File: config.mk
export PLATFORM = sky130hd
export DESIGN_NAME = mcudp_core
export DESIGN_NICKNAME = d
export VERILOG_FILES = /design/src/include/mcudp_pkg.sv /design/src/verilog/mcudp_core.sv
export SDC_FILE = /design/constraint.sdc
export NUM_CORES = 1
export LEC_CHECK = 0
export ABC_AREA = 0
export BUFFER_PORTS_ARGS = -buffer_cell sky130_fd_sc_hd__clkbuf_2
export CAP_MARGIN = 30
export CORE_ASPECT_RATIO = 1.1
export CORE_MARGIN = 3
export CORE_UTILIZATION = 49
export CTS_BUF_LIST = sky130_fd_sc_hd__clkbuf_8
export CTS_CLUSTER_SIZE = 16
export DETAILED_ROUTE_END_ITERATION = 8
export GPL_TIMING_DRIVEN = 1
export HOLD_SLACK_MARGIN = 0.02
export PLACE_DENSITY = 0.76
export SETUP_SLACK_MARGIN = 0.5
export SLEW_MARGIN = 20
export SYNTH_ARGS = -nofsm -noshare
export SYNTH_HDL_FRONTEND = slang
export SYNTH_SLANG_ARGS = --single-unit
export TNS_END_PERCENT = 100
File: constraint.sdc
create_clock -name clk_sys -period 4.7 [get_ports clk_sys]
set_input_delay 0.235 -clock clk_sys [delete_from_list [all_inputs] [get_ports clk_sys]]
set_output_delay 0.235 -clock clk_sys [all_outputs]
set_load 0.05 [all_outputs]
File: src/include/mcudp_pkg.sv
// package for the microcontroller core datapath
// assumes one instruction-cycle clock and a synchronous active-high reset
package mcudp_pkg;

	// --------------------------------------------------------------
	// sizes and reset values
	// --------------------------------------------------------------
	localparam int          MCUDP_PTR_W       = 11;
	localparam int          MCUDP_STACK_DEPTH = 3;
	localparam logic [10:0] MCUDP_PTR_RESET   = 11'h000;
	localparam logic [10:0] MCUDP_IRQ_VECTOR  = 11'h0FF;
	localparam logic [3:0]  MCUDP_EN_RESET    = 4'h0;
	localparam logic [7:0]  MCUDP_TIMER_RESET = 8'h00;
	localparam logic        MCUDP_GATE_RESET  = 1'b1;

	// --------------------------------------------------------------
	// feature enable bit positions
	// --------------------------------------------------------------
	localparam int MCUDP_EN_COUNTER = 0;
	localparam int MCUDP_EN_IRQ     = 1;
	localparam int MCUDP_EN_DRIVE   = 2;
	localparam int MCUDP_EN_SO      = 3;

	// --------------------------------------------------------------
	// datapath operations issued by the sequencer
	// --------------------------------------------------------------
	typedef enum logic [4:0] {
		MCUDP_OP_NOP       = 5'h00,
		MCUDP_OP_JUMP      = 5'h01,
		MCUDP_OP_CALL      = 5'h02,
		MCUDP_OP_RET       = 5'h03,
		MCUDP_OP_ADD       = 5'h04,
		MCUDP_OP_ADDC      = 5'h05,
		MCUDP_OP_AND       = 5'h06,
		MCUDP_OP_XOR       = 5'h07,
		MCUDP_OP_LOADA     = 5'h08,
		MCUDP_OP_LOADROW   = 5'h09,
		MCUDP_OP_LOADDIG   = 5'h0A,
		MCUDP_OP_DIGOUT    = 5'h0B,
		MCUDP_OP_SWAPSER   = 5'h0C,
		MCUDP_OP_LOADEN    = 5'h0D,
		MCUDP_OP_TIMERLD   = 5'h0E,
		MCUDP_OP_LATCHLO   = 5'h0F,
		MCUDP_OP_LATCHHI   = 5'h10,
		MCUDP_OP_LATCHROM  = 5'h11,
		MCUDP_OP_PORTRD_LO = 5'h12,
		MCUDP_OP_PORTRD_HI = 5'h13,
		MCUDP_OP_QUADWR    = 5'h14
	} mcudp_op_e;

endpackage

File: src/verilog/mcudp_core.sv
// core datapath of a small 4-bit microcontroller: pointer, stack, ram pointer,
// accumulator, timer, serial register, output latch and port drivers
// assumes a sequencer on clk_sys issues one operation per instruction cycle;
// pins from outside pass a two-stage synchroniser before use
//
// Operation
// RULE1: 11-bit instruction pointer steps by one each cycle unless control transfers.
// RULE2: three-entry return stack; call or interrupt pushes next address, return pops.
// RULE3: large variant ram pointer is 7 bits: 3 row bits, 4 digit bits.
// RULE4: small variant ram pointer is 6 bits: 2 row bits, 4 digit bits.
// RULE5: digit field of ram pointer is the source for the digit output register.
// RULE6: 4-bit adder writes the accumulator; carry out stored in carry flag.
// RULE7: 8-bit up timer loadable and readable, flags overflow on wrap, reset clears.
// RULE8: host option turns three general inputs into read, select and write strobes.
// RULE9: in dual clock use digit output bit 0 selects the clock source.
// RULE10: 8-bit latch from ram, accumulator or rom drives port; host write loads it.
// RULE11: port pin levels readable into accumulator and addressed ram digit.
// RULE12: accumulator-serial swap also copies carry into clock gate latch.
// RULE13: serial register swaps with accumulator in either mode.
// RULE14: 4-bit feature enable register written by load-enable-immediate, one feature per bit.
// RULE15: counter mode decrements serial register on each falling serial pulse of two cycles.
// RULE16: counter mode: serial clock pin shows gate latch, serial out shows bit 3.
// RULE17: shift mode: serial register shifts left each cycle, serial input into bit 0.
// RULE18: shift mode: serial clock pin is gate latch AND instruction clock.
// RULE19: enable bit 1 allows interrupts and is cleared when one is taken.
// RULE20: enable bit 2 drives the port from the latch; clear leaves it high impedance. The code also drives the port during a host read while the bit is clear.
// RULE21: shift mode: bit 3 routes serial msb to serial out, else out is 0.
// RULE22: host option fixes quad port bit 0 as an output to the host.
// RULE23: interrupt pushes next address, drops oldest entry, jumps to vector, clears enable.
// RULE24: host ready bit is cleared by every host write pulse.
// RULE25: reset clears pointer, acc, ram pointer, carry, digits, enables, timer, port; sets gate.
// RULE26: serial input synchronised and falling edge found from two samples.
`timescale 1ns/10ps

module mcudp_core
	import mcudp_pkg::*;
#(
	parameter int ROW_W     = 3,                     // 3 large variant, 2 small variant
	parameter bit HOST_BUS  = 1'b0,                  // host strobe option
	parameter bit DUAL_CLK  = 1'b0                   // dual clock option
)
(
	input  wire logic             clk_sys,           // instruction cycle clock
	input  wire logic             rst,               // synchronous reset, high
	input  wire mcudp_op_e        op,                // datapath operation this cycle
	input  wire logic [10:0]      op_target,         // jump or call target
	input  wire logic [7:0]       op_imm,            // immediate or rom data
	input  wire logic [3:0]       ram_rdata,         // addressed ram digit
	input  wire logic             irq_req,           // interrupt request from sequencer
	output logic      [10:0]      instr_pointer,     // program memory address
	output logic      [ROW_W-1:0] ram_row_select,    // ram row
	output logic      [3:0]       ram_digit_select,  // ram digit
	output logic                  ram_we,            // ram write strobe
	output logic      [3:0]       ram_wdata,         // ram write data
	output logic      [3:0]       acc,               // accumulator
	output logic                  carry,             // carry flag
	output logic      [7:0]       timer,             // up timer
	output logic                  timer_ovf,         // sticky overflow flag
	output logic                  irq_taken,         // one-cycle interrupt accept
	input  wire logic [3:0]       general_inputs,    // general inputs, async
	input  wire logic [7:0]       octal_io_port_in,  // port pin levels, async
	output logic      [7:0]       octal_io_port_out, // port drive value
	output logic      [7:0]       octal_io_port_oe,  // port drive enable
	input  wire logic [3:0]       quad_io_port_in,   // quad pin levels, async
	output logic      [3:0]       quad_io_port_out,  // quad drive value
	output logic      [3:0]       quad_io_port_oe,   // quad drive enable
	output logic      [3:0]       digit_output_port, // digit outputs
	output logic                  clock_source_select, // oscillator choice
	input  wire logic             serial_in,         // serial or counter input, async
	output logic                  serial_out,        // serial output
	output logic                  serial_clock_pin,  // serial clock output
	output logic                  host_rd_n,         // host read strobe, active low
	output logic                  host_ready_out     // ready to host
);

	// --------------------------------------------------------------
	// elaboration checks
	// --------------------------------------------------------------
	if (ROW_W != 2 && ROW_W != 3)
		$error("mcudp_core: ROW_W must be 2 or 3");
	if (MCUDP_STACK_DEPTH != 3 || MCUDP_PTR_W != 11)
		$error("mcudp_core: stack depth 3 and pointer width 11 are built in");

	// --------------------------------------------------------------
	// state
	// --------------------------------------------------------------
	typedef struct packed {
		logic [10:0]      ptr;
		logic [2:0][10:0] stack;
		logic [ROW_W-1:0] row;
		logic [3:0]       digit;
		logic [3:0]       acc;
		logic             carry;
		logic [7:0]       timer;
		logic             ovf;
		logic [3:0]       en;
		logic [3:0]       serial_shift_reg;
		logic             gate;
		logic [7:0]       latch;
		logic [3:0]       dout;
		logic [3:0]       quad;
		logic             ready;
		logic             so;
		logic             irq;
		logic [1:0]       si_sync;
		logic             si_prev;
		logic [3:0]       in_s1;
		logic [3:0]       in_s2;
		logic [7:0]       port_s1;
		logic [7:0]       port_s2;
		logic [3:0]       quad_s1;
		logic [3:0]       quad_s2;
		logic             wr_prev;
	} mcudp_state_s;

	mcudp_state_s st_reg;
	mcudp_state_s st_next;

	// --------------------------------------------------------------
	// helper functions
	// --------------------------------------------------------------
	// select a nibble of a byte
	function automatic logic [3:0] mcudp_nib(input logic [7:0] b, input logic hi);
		mcudp_nib = hi ? b[7:4] : b[3:0];
	endfunction

	// host strobe decode: select low and the given strobe line low, option only
	function automatic logic mcudp_strobe(input logic [3:0] lines, input logic [1:0] idx);
		mcudp_strobe = HOST_BUS && !lines[2] && !lines[idx];
	endfunction

	// --------------------------------------------------------------
	// next-state logic
	// --------------------------------------------------------------
	logic [4:0]  sum;
	logic        host_wr;
	logic        host_wr_fall;
	logic        si_fall;
	logic [10:0] ptr_inc;

	always_comb
	begin
		st_next      = st_reg;
		ram_we       = 1'b0;
		ram_wdata    = 4'h0;
		sum          = 5'h00;
		ptr_inc      = st_reg.ptr + 11'h001;
		// pin synchronisers, first stage read only by second
		st_next.in_s1   = general_inputs;
		st_next.in_s2   = st_reg.in_s1;
		st_next.port_s1 = octal_io_port_in;
		st_next.port_s2 = st_reg.port_s1;
		st_next.quad_s1 = quad_io_port_in;
		st_next.quad_s2 = st_reg.quad_s1;
		st_next.si_sync = {st_reg.si_sync[0], serial_in};
		st_next.si_prev = st_reg.si_sync[1];
		// host strobes taken from general inputs
		host_wr      = mcudp_strobe(st_reg.in_s2, 2'h3);   // RULE8
		host_wr_fall = host_wr && !st_reg.wr_prev;
		st_next.wr_prev = host_wr;
		si_fall      = st_reg.si_prev && !st_reg.si_sync[1]; // RULE26
		st_next.irq  = 1'b0;

		// pointer stepping and control transfer
		st_next.ptr = ptr_inc;                              // RULE1
		if (irq_req && st_reg.en[MCUDP_EN_IRQ])
		begin
			st_next.stack = {st_reg.stack[1:0], ptr_inc};   // RULE23
			st_next.ptr   = MCUDP_IRQ_VECTOR;               // RULE23
			st_next.irq   = 1'b1;
		end
		else
		begin
			case (op)
				MCUDP_OP_JUMP:
					st_next.ptr = op_target;                // RULE1
				MCUDP_OP_CALL:
				begin
					st_next.stack = {st_reg.stack[1:0], ptr_inc}; // RULE2
					st_next.ptr   = op_target;
				end
				MCUDP_OP_RET:
				begin
					st_next.ptr   = st_reg.stack[0];        // RULE2
					st_next.stack = {st_reg.stack[2], st_reg.stack[2:1]};
				end
				MCUDP_OP_ADD, MCUDP_OP_ADDC:
				begin
					sum = {1'b0, st_reg.acc} + {1'b0, ram_rdata}
						+ {4'h0, (op == MCUDP_OP_ADDC) & st_reg.carry};
					st_next.acc   = sum[3:0];               // RULE6
					st_next.carry = sum[4];                 // RULE6
				end
				MCUDP_OP_AND:
					st_next.acc = st_reg.acc & ram_rdata;   // RULE6
				MCUDP_OP_XOR:
					st_next.acc = st_reg.acc ^ ram_rdata;   // RULE6
				MCUDP_OP_LOADA:
					st_next.acc = op_imm[3:0];
				MCUDP_OP_LOADROW:
					st_next.row = op_imm[ROW_W-1:0];        // RULE3 RULE4
				MCUDP_OP_LOADDIG:
					st_next.digit = op_imm[3:0];            // RULE3 RULE4
				MCUDP_OP_DIGOUT:
					st_next.dout = st_reg.digit;            // RULE5
				MCUDP_OP_LOADEN:
					st_next.en = op_imm[3:0];               // RULE14
				MCUDP_OP_TIMERLD:
					st_next.timer = {ram_rdata, st_reg.acc}; // RULE7
				MCUDP_OP_LATCHLO:
					st_next.latch = {ram_rdata, st_reg.acc}; // RULE10
				MCUDP_OP_LATCHHI:
					st_next.latch = {st_reg.acc, ram_rdata}; // RULE10
				MCUDP_OP_LATCHROM:
					st_next.latch = op_imm;                 // RULE10
				MCUDP_OP_PORTRD_LO, MCUDP_OP_PORTRD_HI:
				begin
					st_next.acc = mcudp_nib(st_reg.port_s2, 1'b0); // RULE11
					ram_we      = 1'b1;
					ram_wdata   = mcudp_nib(st_reg.port_s2, 1'b1); // RULE11
				end
				MCUDP_OP_QUADWR:
					st_next.quad = st_reg.acc;
				default:
					st_next.ptr = ptr_inc;
			endcase
		end

		// timer counts every cycle except a load, overflow sticky until reload
		if (op == MCUDP_OP_TIMERLD && !st_next.irq)
			st_next.ovf = 1'b0;
		else
		begin
			st_next.timer = st_reg.timer + 8'h01;           // RULE7
			if (st_reg.timer == 8'hFF)
				st_next.ovf = 1'b1;                         // RULE7
		end

		// serial register: swap wins over shifting or counting
		if (op == MCUDP_OP_SWAPSER && !st_next.irq)
		begin
			st_next.serial_shift_reg  = st_reg.acc;                      // RULE13
			st_next.acc  = st_reg.serial_shift_reg;                      // RULE13
			st_next.gate = st_reg.carry;                    // RULE12
		end
		else if (st_reg.en[MCUDP_EN_COUNTER])
		begin
			if (si_fall)
				st_next.serial_shift_reg = st_reg.serial_shift_reg - 4'h1;            // RULE15
		end
		else
			st_next.serial_shift_reg = {st_reg.serial_shift_reg[2:0], st_reg.si_sync[1]}; // RULE17

		// serial out, registered
		if (st_reg.en[MCUDP_EN_COUNTER])
			st_next.so = st_reg.en[MCUDP_EN_SO];            // RULE16
		else
			st_next.so = st_reg.en[MCUDP_EN_SO] & st_reg.serial_shift_reg[3]; // RULE21

		// interrupt acceptance drops the enable bit
		if (st_next.irq)
			st_next.en[MCUDP_EN_IRQ] = 1'b0;                // RULE19

		// host write loads latch and drops ready
		if (host_wr_fall)
		begin
			st_next.latch = st_reg.port_s2;                 // RULE10
			st_next.ready = 1'b0;                           // RULE24
		end
		else if (op == MCUDP_OP_QUADWR && !st_next.irq)
			st_next.ready = st_reg.acc[0];

		// reset values
		if (rst)
		begin
			st_next.ptr   = MCUDP_PTR_RESET;                // RULE25
			st_next.stack = '0;
			st_next.row   = '0;
			st_next.digit = 4'h0;
			st_next.acc   = 4'h0;
			st_next.carry = 1'b0;
			st_next.timer = MCUDP_TIMER_RESET;
			st_next.ovf   = 1'b0;
			st_next.en    = MCUDP_EN_RESET;
			st_next.serial_shift_reg   = 4'h0;
			st_next.gate  = MCUDP_GATE_RESET;               // RULE25
			st_next.latch = 8'h00;
			st_next.dout  = 4'h0;
			st_next.quad  = 4'h0;
			st_next.ready = 1'b0;
			st_next.so    = 1'b0;
			st_next.irq   = 1'b0;
			// general input and serial synchronisers start at idle pin levels so no false edge follows reset
			st_next.in_s1   = 4'hF;
			st_next.in_s2   = 4'hF;
			st_next.si_sync = 2'h3;
			st_next.si_prev = 1'b1;
			st_next.wr_prev = 1'b0;
		end
	end

	// state register
	always_ff @(posedge clk_sys)
	begin
		st_reg <= st_next;
	end

	// --------------------------------------------------------------
	// outputs
	// --------------------------------------------------------------
	assign instr_pointer     = st_reg.ptr;
	assign ram_row_select    = st_reg.row;
	assign ram_digit_select  = st_reg.digit;
	assign acc               = st_reg.acc;
	assign carry             = st_reg.carry;
	assign timer             = st_reg.timer;
	assign timer_ovf         = st_reg.ovf;
	assign irq_taken         = st_reg.irq;
	assign digit_output_port = st_reg.dout;
	assign clock_source_select = DUAL_CLK & st_reg.dout[0];      // RULE9
	assign serial_out        = st_reg.so;
	assign host_rd_n         = ~mcudp_strobe(st_reg.in_s2, 2'h1); // RULE8
	assign host_ready_out    = st_reg.ready;

	// --------------------------------------------------------------
	// port drivers
	// --------------------------------------------------------------
	// host read also presents the latch, whatever the drive enable says
	assign octal_io_port_out = st_reg.latch;
	assign octal_io_port_oe  = {8{st_reg.en[MCUDP_EN_DRIVE] | ~host_rd_n}}; // RULE20

	// --------------------------------------------------------------
	// quad port
	// --------------------------------------------------------------
	// bit 0 becomes the ready output under the host option
	assign quad_io_port_out  = HOST_BUS ? {st_reg.quad[3:1], st_reg.ready} : st_reg.quad; // RULE22
	assign quad_io_port_oe   = HOST_BUS ? 4'h1 : 4'hF;

	// --------------------------------------------------------------
	// serial clock
	// --------------------------------------------------------------
	// gated clock in shift mode, plain latch in counter mode
	assign serial_clock_pin  = st_reg.en[MCUDP_EN_COUNTER] ? st_reg.gate      // RULE16
		: (st_reg.gate & clk_sys);                                          // RULE18

endmodule

# [Word-level counts from Yosys, hierarchy flattened]
# Cells that the tools add are included.
[classes] addsub=5 n_mul=0 n_div=0 order_cmp=0 eq_ne=26 n_shift=0 muxes=20 bitwise_logic=6 n_reduce_logical=27
[ops] operator="case mux 33 bit (2 select lines)" count=1
[ops] operator="two-way mux 41 bit" count=1
[ops] operator="== test 5 x 4 -> 1 bit (second input constant)" count=8
[ops] operator="== test 5 bit (second input constant)" count=5
[ops] operator="two-way mux 4 bit" count=6
[ops] operator="case mux 8 bit (3 select lines)" count=1
[ops] operator="case mux 11 bit (2 select lines)" count=1
[ops] operator="== test 5 x 3 -> 1 bit (second input constant)" count=4
[ops] operator="case mux 4 bit (5 select lines)" count=1
[ops] operator="AND reduction 2 bit" count=10
[ops] operator="two-way mux 8 bit" count=2
[ops] operator="two-way mux 13 bit" count=1
[ops] operator="OR reduction 2 bit" count=6
[ops] operator="adder 11 x 1 -> 11 bit (second input constant)" count=1
[ops] operator="== test 5 x 2 -> 1 bit (second input constant)" count=2
[ops] operator="adder 8 x 1 -> 8 bit (second input constant)" count=1
[ops] operator="== test 8 bit (second input constant)" count=1
[ops] operator="two-way mux 1 bit" count=6
[ops] operator="inequality test 2 bit (second input constant)" count=3
[ops] operator="nonzero test 3 bit" count=2
[ops] operator="nonzero test 6 bit" count=1
[ops] operator="adder 4 x 4 -> 5 bit" count=1
[ops] operator="adder 5 x 1 -> 5 bit" count=1
[ops] operator="== test 5 x 1 -> 1 bit (second input constant)" count=1
[ops] operator="10 further kinds" count=17
[word_totals] reg_bits=112 latch_bits=0 mem_bits_rw=0 mem_bits_ro=0 out_inout_bits=71 wordCells=109 n_memories=0

# [Depth between registers and ports, before layout]
[logic_depth] ltp_word=6 mapped_depth=10

==> results.json <==
{
  "ys_seq_area_share_pct": 39.5,
  "cp-end-kind": "primary output",
  "die-width_um": 108,
  "status": "complete, no violations",
  "syn-instance-count": 635,
  "grt-ovfl-total": 0,
  "nNetsFinal": 730,
  "p_per_area_nw_per_um2": 328,
  "drv_cap": 0,
  "dp.final_hpwl_um": 9180,
  "fin_setup_tns_ns": 0,
  "startpoint_type": "clock port",
  "synth_edf_count": 0,
  "postCtsSetupBuffers": 0,
  "grt_max_degree": 92,
  "synth-main-ff-cell": "dfxtp_1",
  "hold_ws_ns": 0.0540,
  "ios": 119,
  "rsz0062_at_grt": "false",
  "area_growth_pct": 8.42,
  "fillers": 989,
  "grt_pass1_wl_um": 22100,
  "critical_path.max_fanout": 2,
  "track_usage_pct": 21.5,
  "routed_wl_um": 13200,
  "drc": 0,
  "antenna_found_initial": 0,
  "final_cell_mix": "dfxtp_1, clkbuf_2, nand2_1, nor2_1, a21oi_1",
  "port_buffers": 104,
  "timing.slew.headroom_pct": 43.7,
  "first_pass_iters": 5,
  "diodes": 0,
  "drv_slew": 0,
  "grt_pass1_vias": 4380,
  "slowest_delay_ns": 0.23,
  "setup_viol_count_final": 0,
  "start_util_pct": 50.9,
  "drtIter0Drc": 402,
  "core.rowCount": 40,
  "crit_top_cell": "clkbuf_8",
  "synth_top_area_share_pct": 39.5,
  "path_clk_slew_ns": 0.10,
  "postCtsHoldBufs": 11,
  "slowest_stage": "clkbuf_2",
  "tritoncts": "done",
  "final_hold_viol_count": 0,
  "dr_total_vias": 4597,
  "async_flop_share_pct": 0,
  "synth_warnings": 0,
  "final_common_cell": "dfxtp_1",
  "coreArea_um2": 11100,
  "gp_congestion": 0.849,
  "avgSynthCellArea_um2": 8.87,
  "clock_latency_ns": 0.49,
  "die_area_um2": 12800,
  "worst-slew-pin-transition_ns": 0.842,
  "yosysTopAreaCell": "dfxtp_1",
  "skew_ns": 0.00931,
  "yosys-top-cells-area": "dfxtp_1, buf_4, mux2i_1, nand2_1, nor2_1",
  "syn-cell-area_um2": 5630,
  "path_class": "clock port to primary output",
  "critical_path_arrival_ns": 2.98,
  "viasPerCell": 5.57,
  "holdCritPathClass": "primary input to register",
  "wire_per_inst_um": 16.0,
  "post_cts_resized": 0,
  "synth.distinct_cells": 69,
  "ys_seq_elements": 111,
  "die_height_um": 118,
  "largest_reg_flops": 52,
  "crit_chain": "clkbuf_8, clkbuf_8, o21a_1, clkbuf_2",
  "drive_gt1_share_pct": 22.4,
  "leakage_nw": 2.49,
  "ir_drop_mv": 0.201,
  "required_ns": 4.47,
  "ant_nets": 0
}
-- power breakdown --
part / internal, mW / switching [mW] / leakage (nW)
combinational: 0.0930 / 0.184 / 1.46
clock: 0.323 / 0.395 / 0.132
sequential: 0.971 / 0.0337 / 0.906
total: 1.39 / 0.613 / 2.49
-- logic make-up (layout without fill, tap and decap cells) --
| logic type | Yosys count | in the layout | share of synthesized area [%] |
|---|---|---|---|
| and+or+nand+nor | 234 | 234 | 20.7 |
| buffers and inverters | 103 | 142 | 12.0 |
| adders and majority gates | 9 | 9 | 2.27 |
| other | 2 | 6 | 0.133 |
| muxes | 30 | 30 | 5.33 |
| xor gates and xnor gates | 19 | 19 | 2.96 |
| DFF | 111 | 111 | 39.5 |
| AOI/OAI and AO/OA | 127 | 127 | 17.1 |
-- layout make-up --
class | count | area, um2 | share of cell area, %
Clock buffer | 13 | 170 | 2.79
Clock inverter | 7 | 86.3 | 1.41
Inverter | 5 | 18.8 | 0.307
Multi-Input combinational cell | 425 | 2750 | 45.0
Sequential cell | 111 | 2220 | 36.4
Tap cell | 147 | 184 | 3.01
Timing Repair Buffer | 117 | 676 | 11.1
-- cells in the mapped netlist (all sizes together), types with 5 or more instances --
cell	n
nor3	5
nand2	80
o21ai	5
clkbuf	16
and3	10
nand3b	5
buf	82
a211o	9
ha	7
a311oi	19
mux2i	30
nand3	13
a221oi	5
dfxtp	111
a21oi	44
and2	8
nor2	76
a211oi	11
xor2	11
xnor2	8
nand2b	7
inv	5
-- worst max-delay path, delay by kind of cell --
kind	cells	cell delay, ns
AOI/OAI and AO/OA	1	0.17
buffers and inverters	3	0.46
-- stage by stage --
step	power, mW	setup slack [ns]	area, um2	instances	utilization, %
floorplan	1.28	1.78	5650	639	-
global placement	1.33	1.75	5700	793	51.5
detailed placement	1.34	1.75	5700	793	51.5
CTS	2.01	1.46	6060	823	54.8
global route	2.09	1.45	6100	825	55.2
finish	2.00	1.49	6100	825	55.2
-- final timing paths --
path	from	endpoint	slack, ns	cells after the start
worst max-delay path	clk_sys	serial_clock_pin	1.49	4
worst min-delay path	op_target[4]	instr_pointer[4]$_SDFF_PP0_	0.05	3
worst max register to register	st_reg[61]$_SDFFE_PP0P_	st_reg[113]$_SDFFE_PP0P_	2.17	5
worst min register to register	st_next[15]$_DFF_P_	st_reg[15]$_DFF_P_	0.34	0
-- routing by layer --
metal / global-route usage (%) / part of all wire, % / vias up / routed length, um
met2: 33.8 / 47 / 165 / 6230
met5: 0 / 0 / - / 0
li1: - / - / 2241 / -
met1: 28.6 / 44 / 2172 / 5770
met4: 7.97 / 1.8 / 0 / 242
met3: 5.19 / 7.0 / 19 / 923
(Power assumes the default switching activity.)
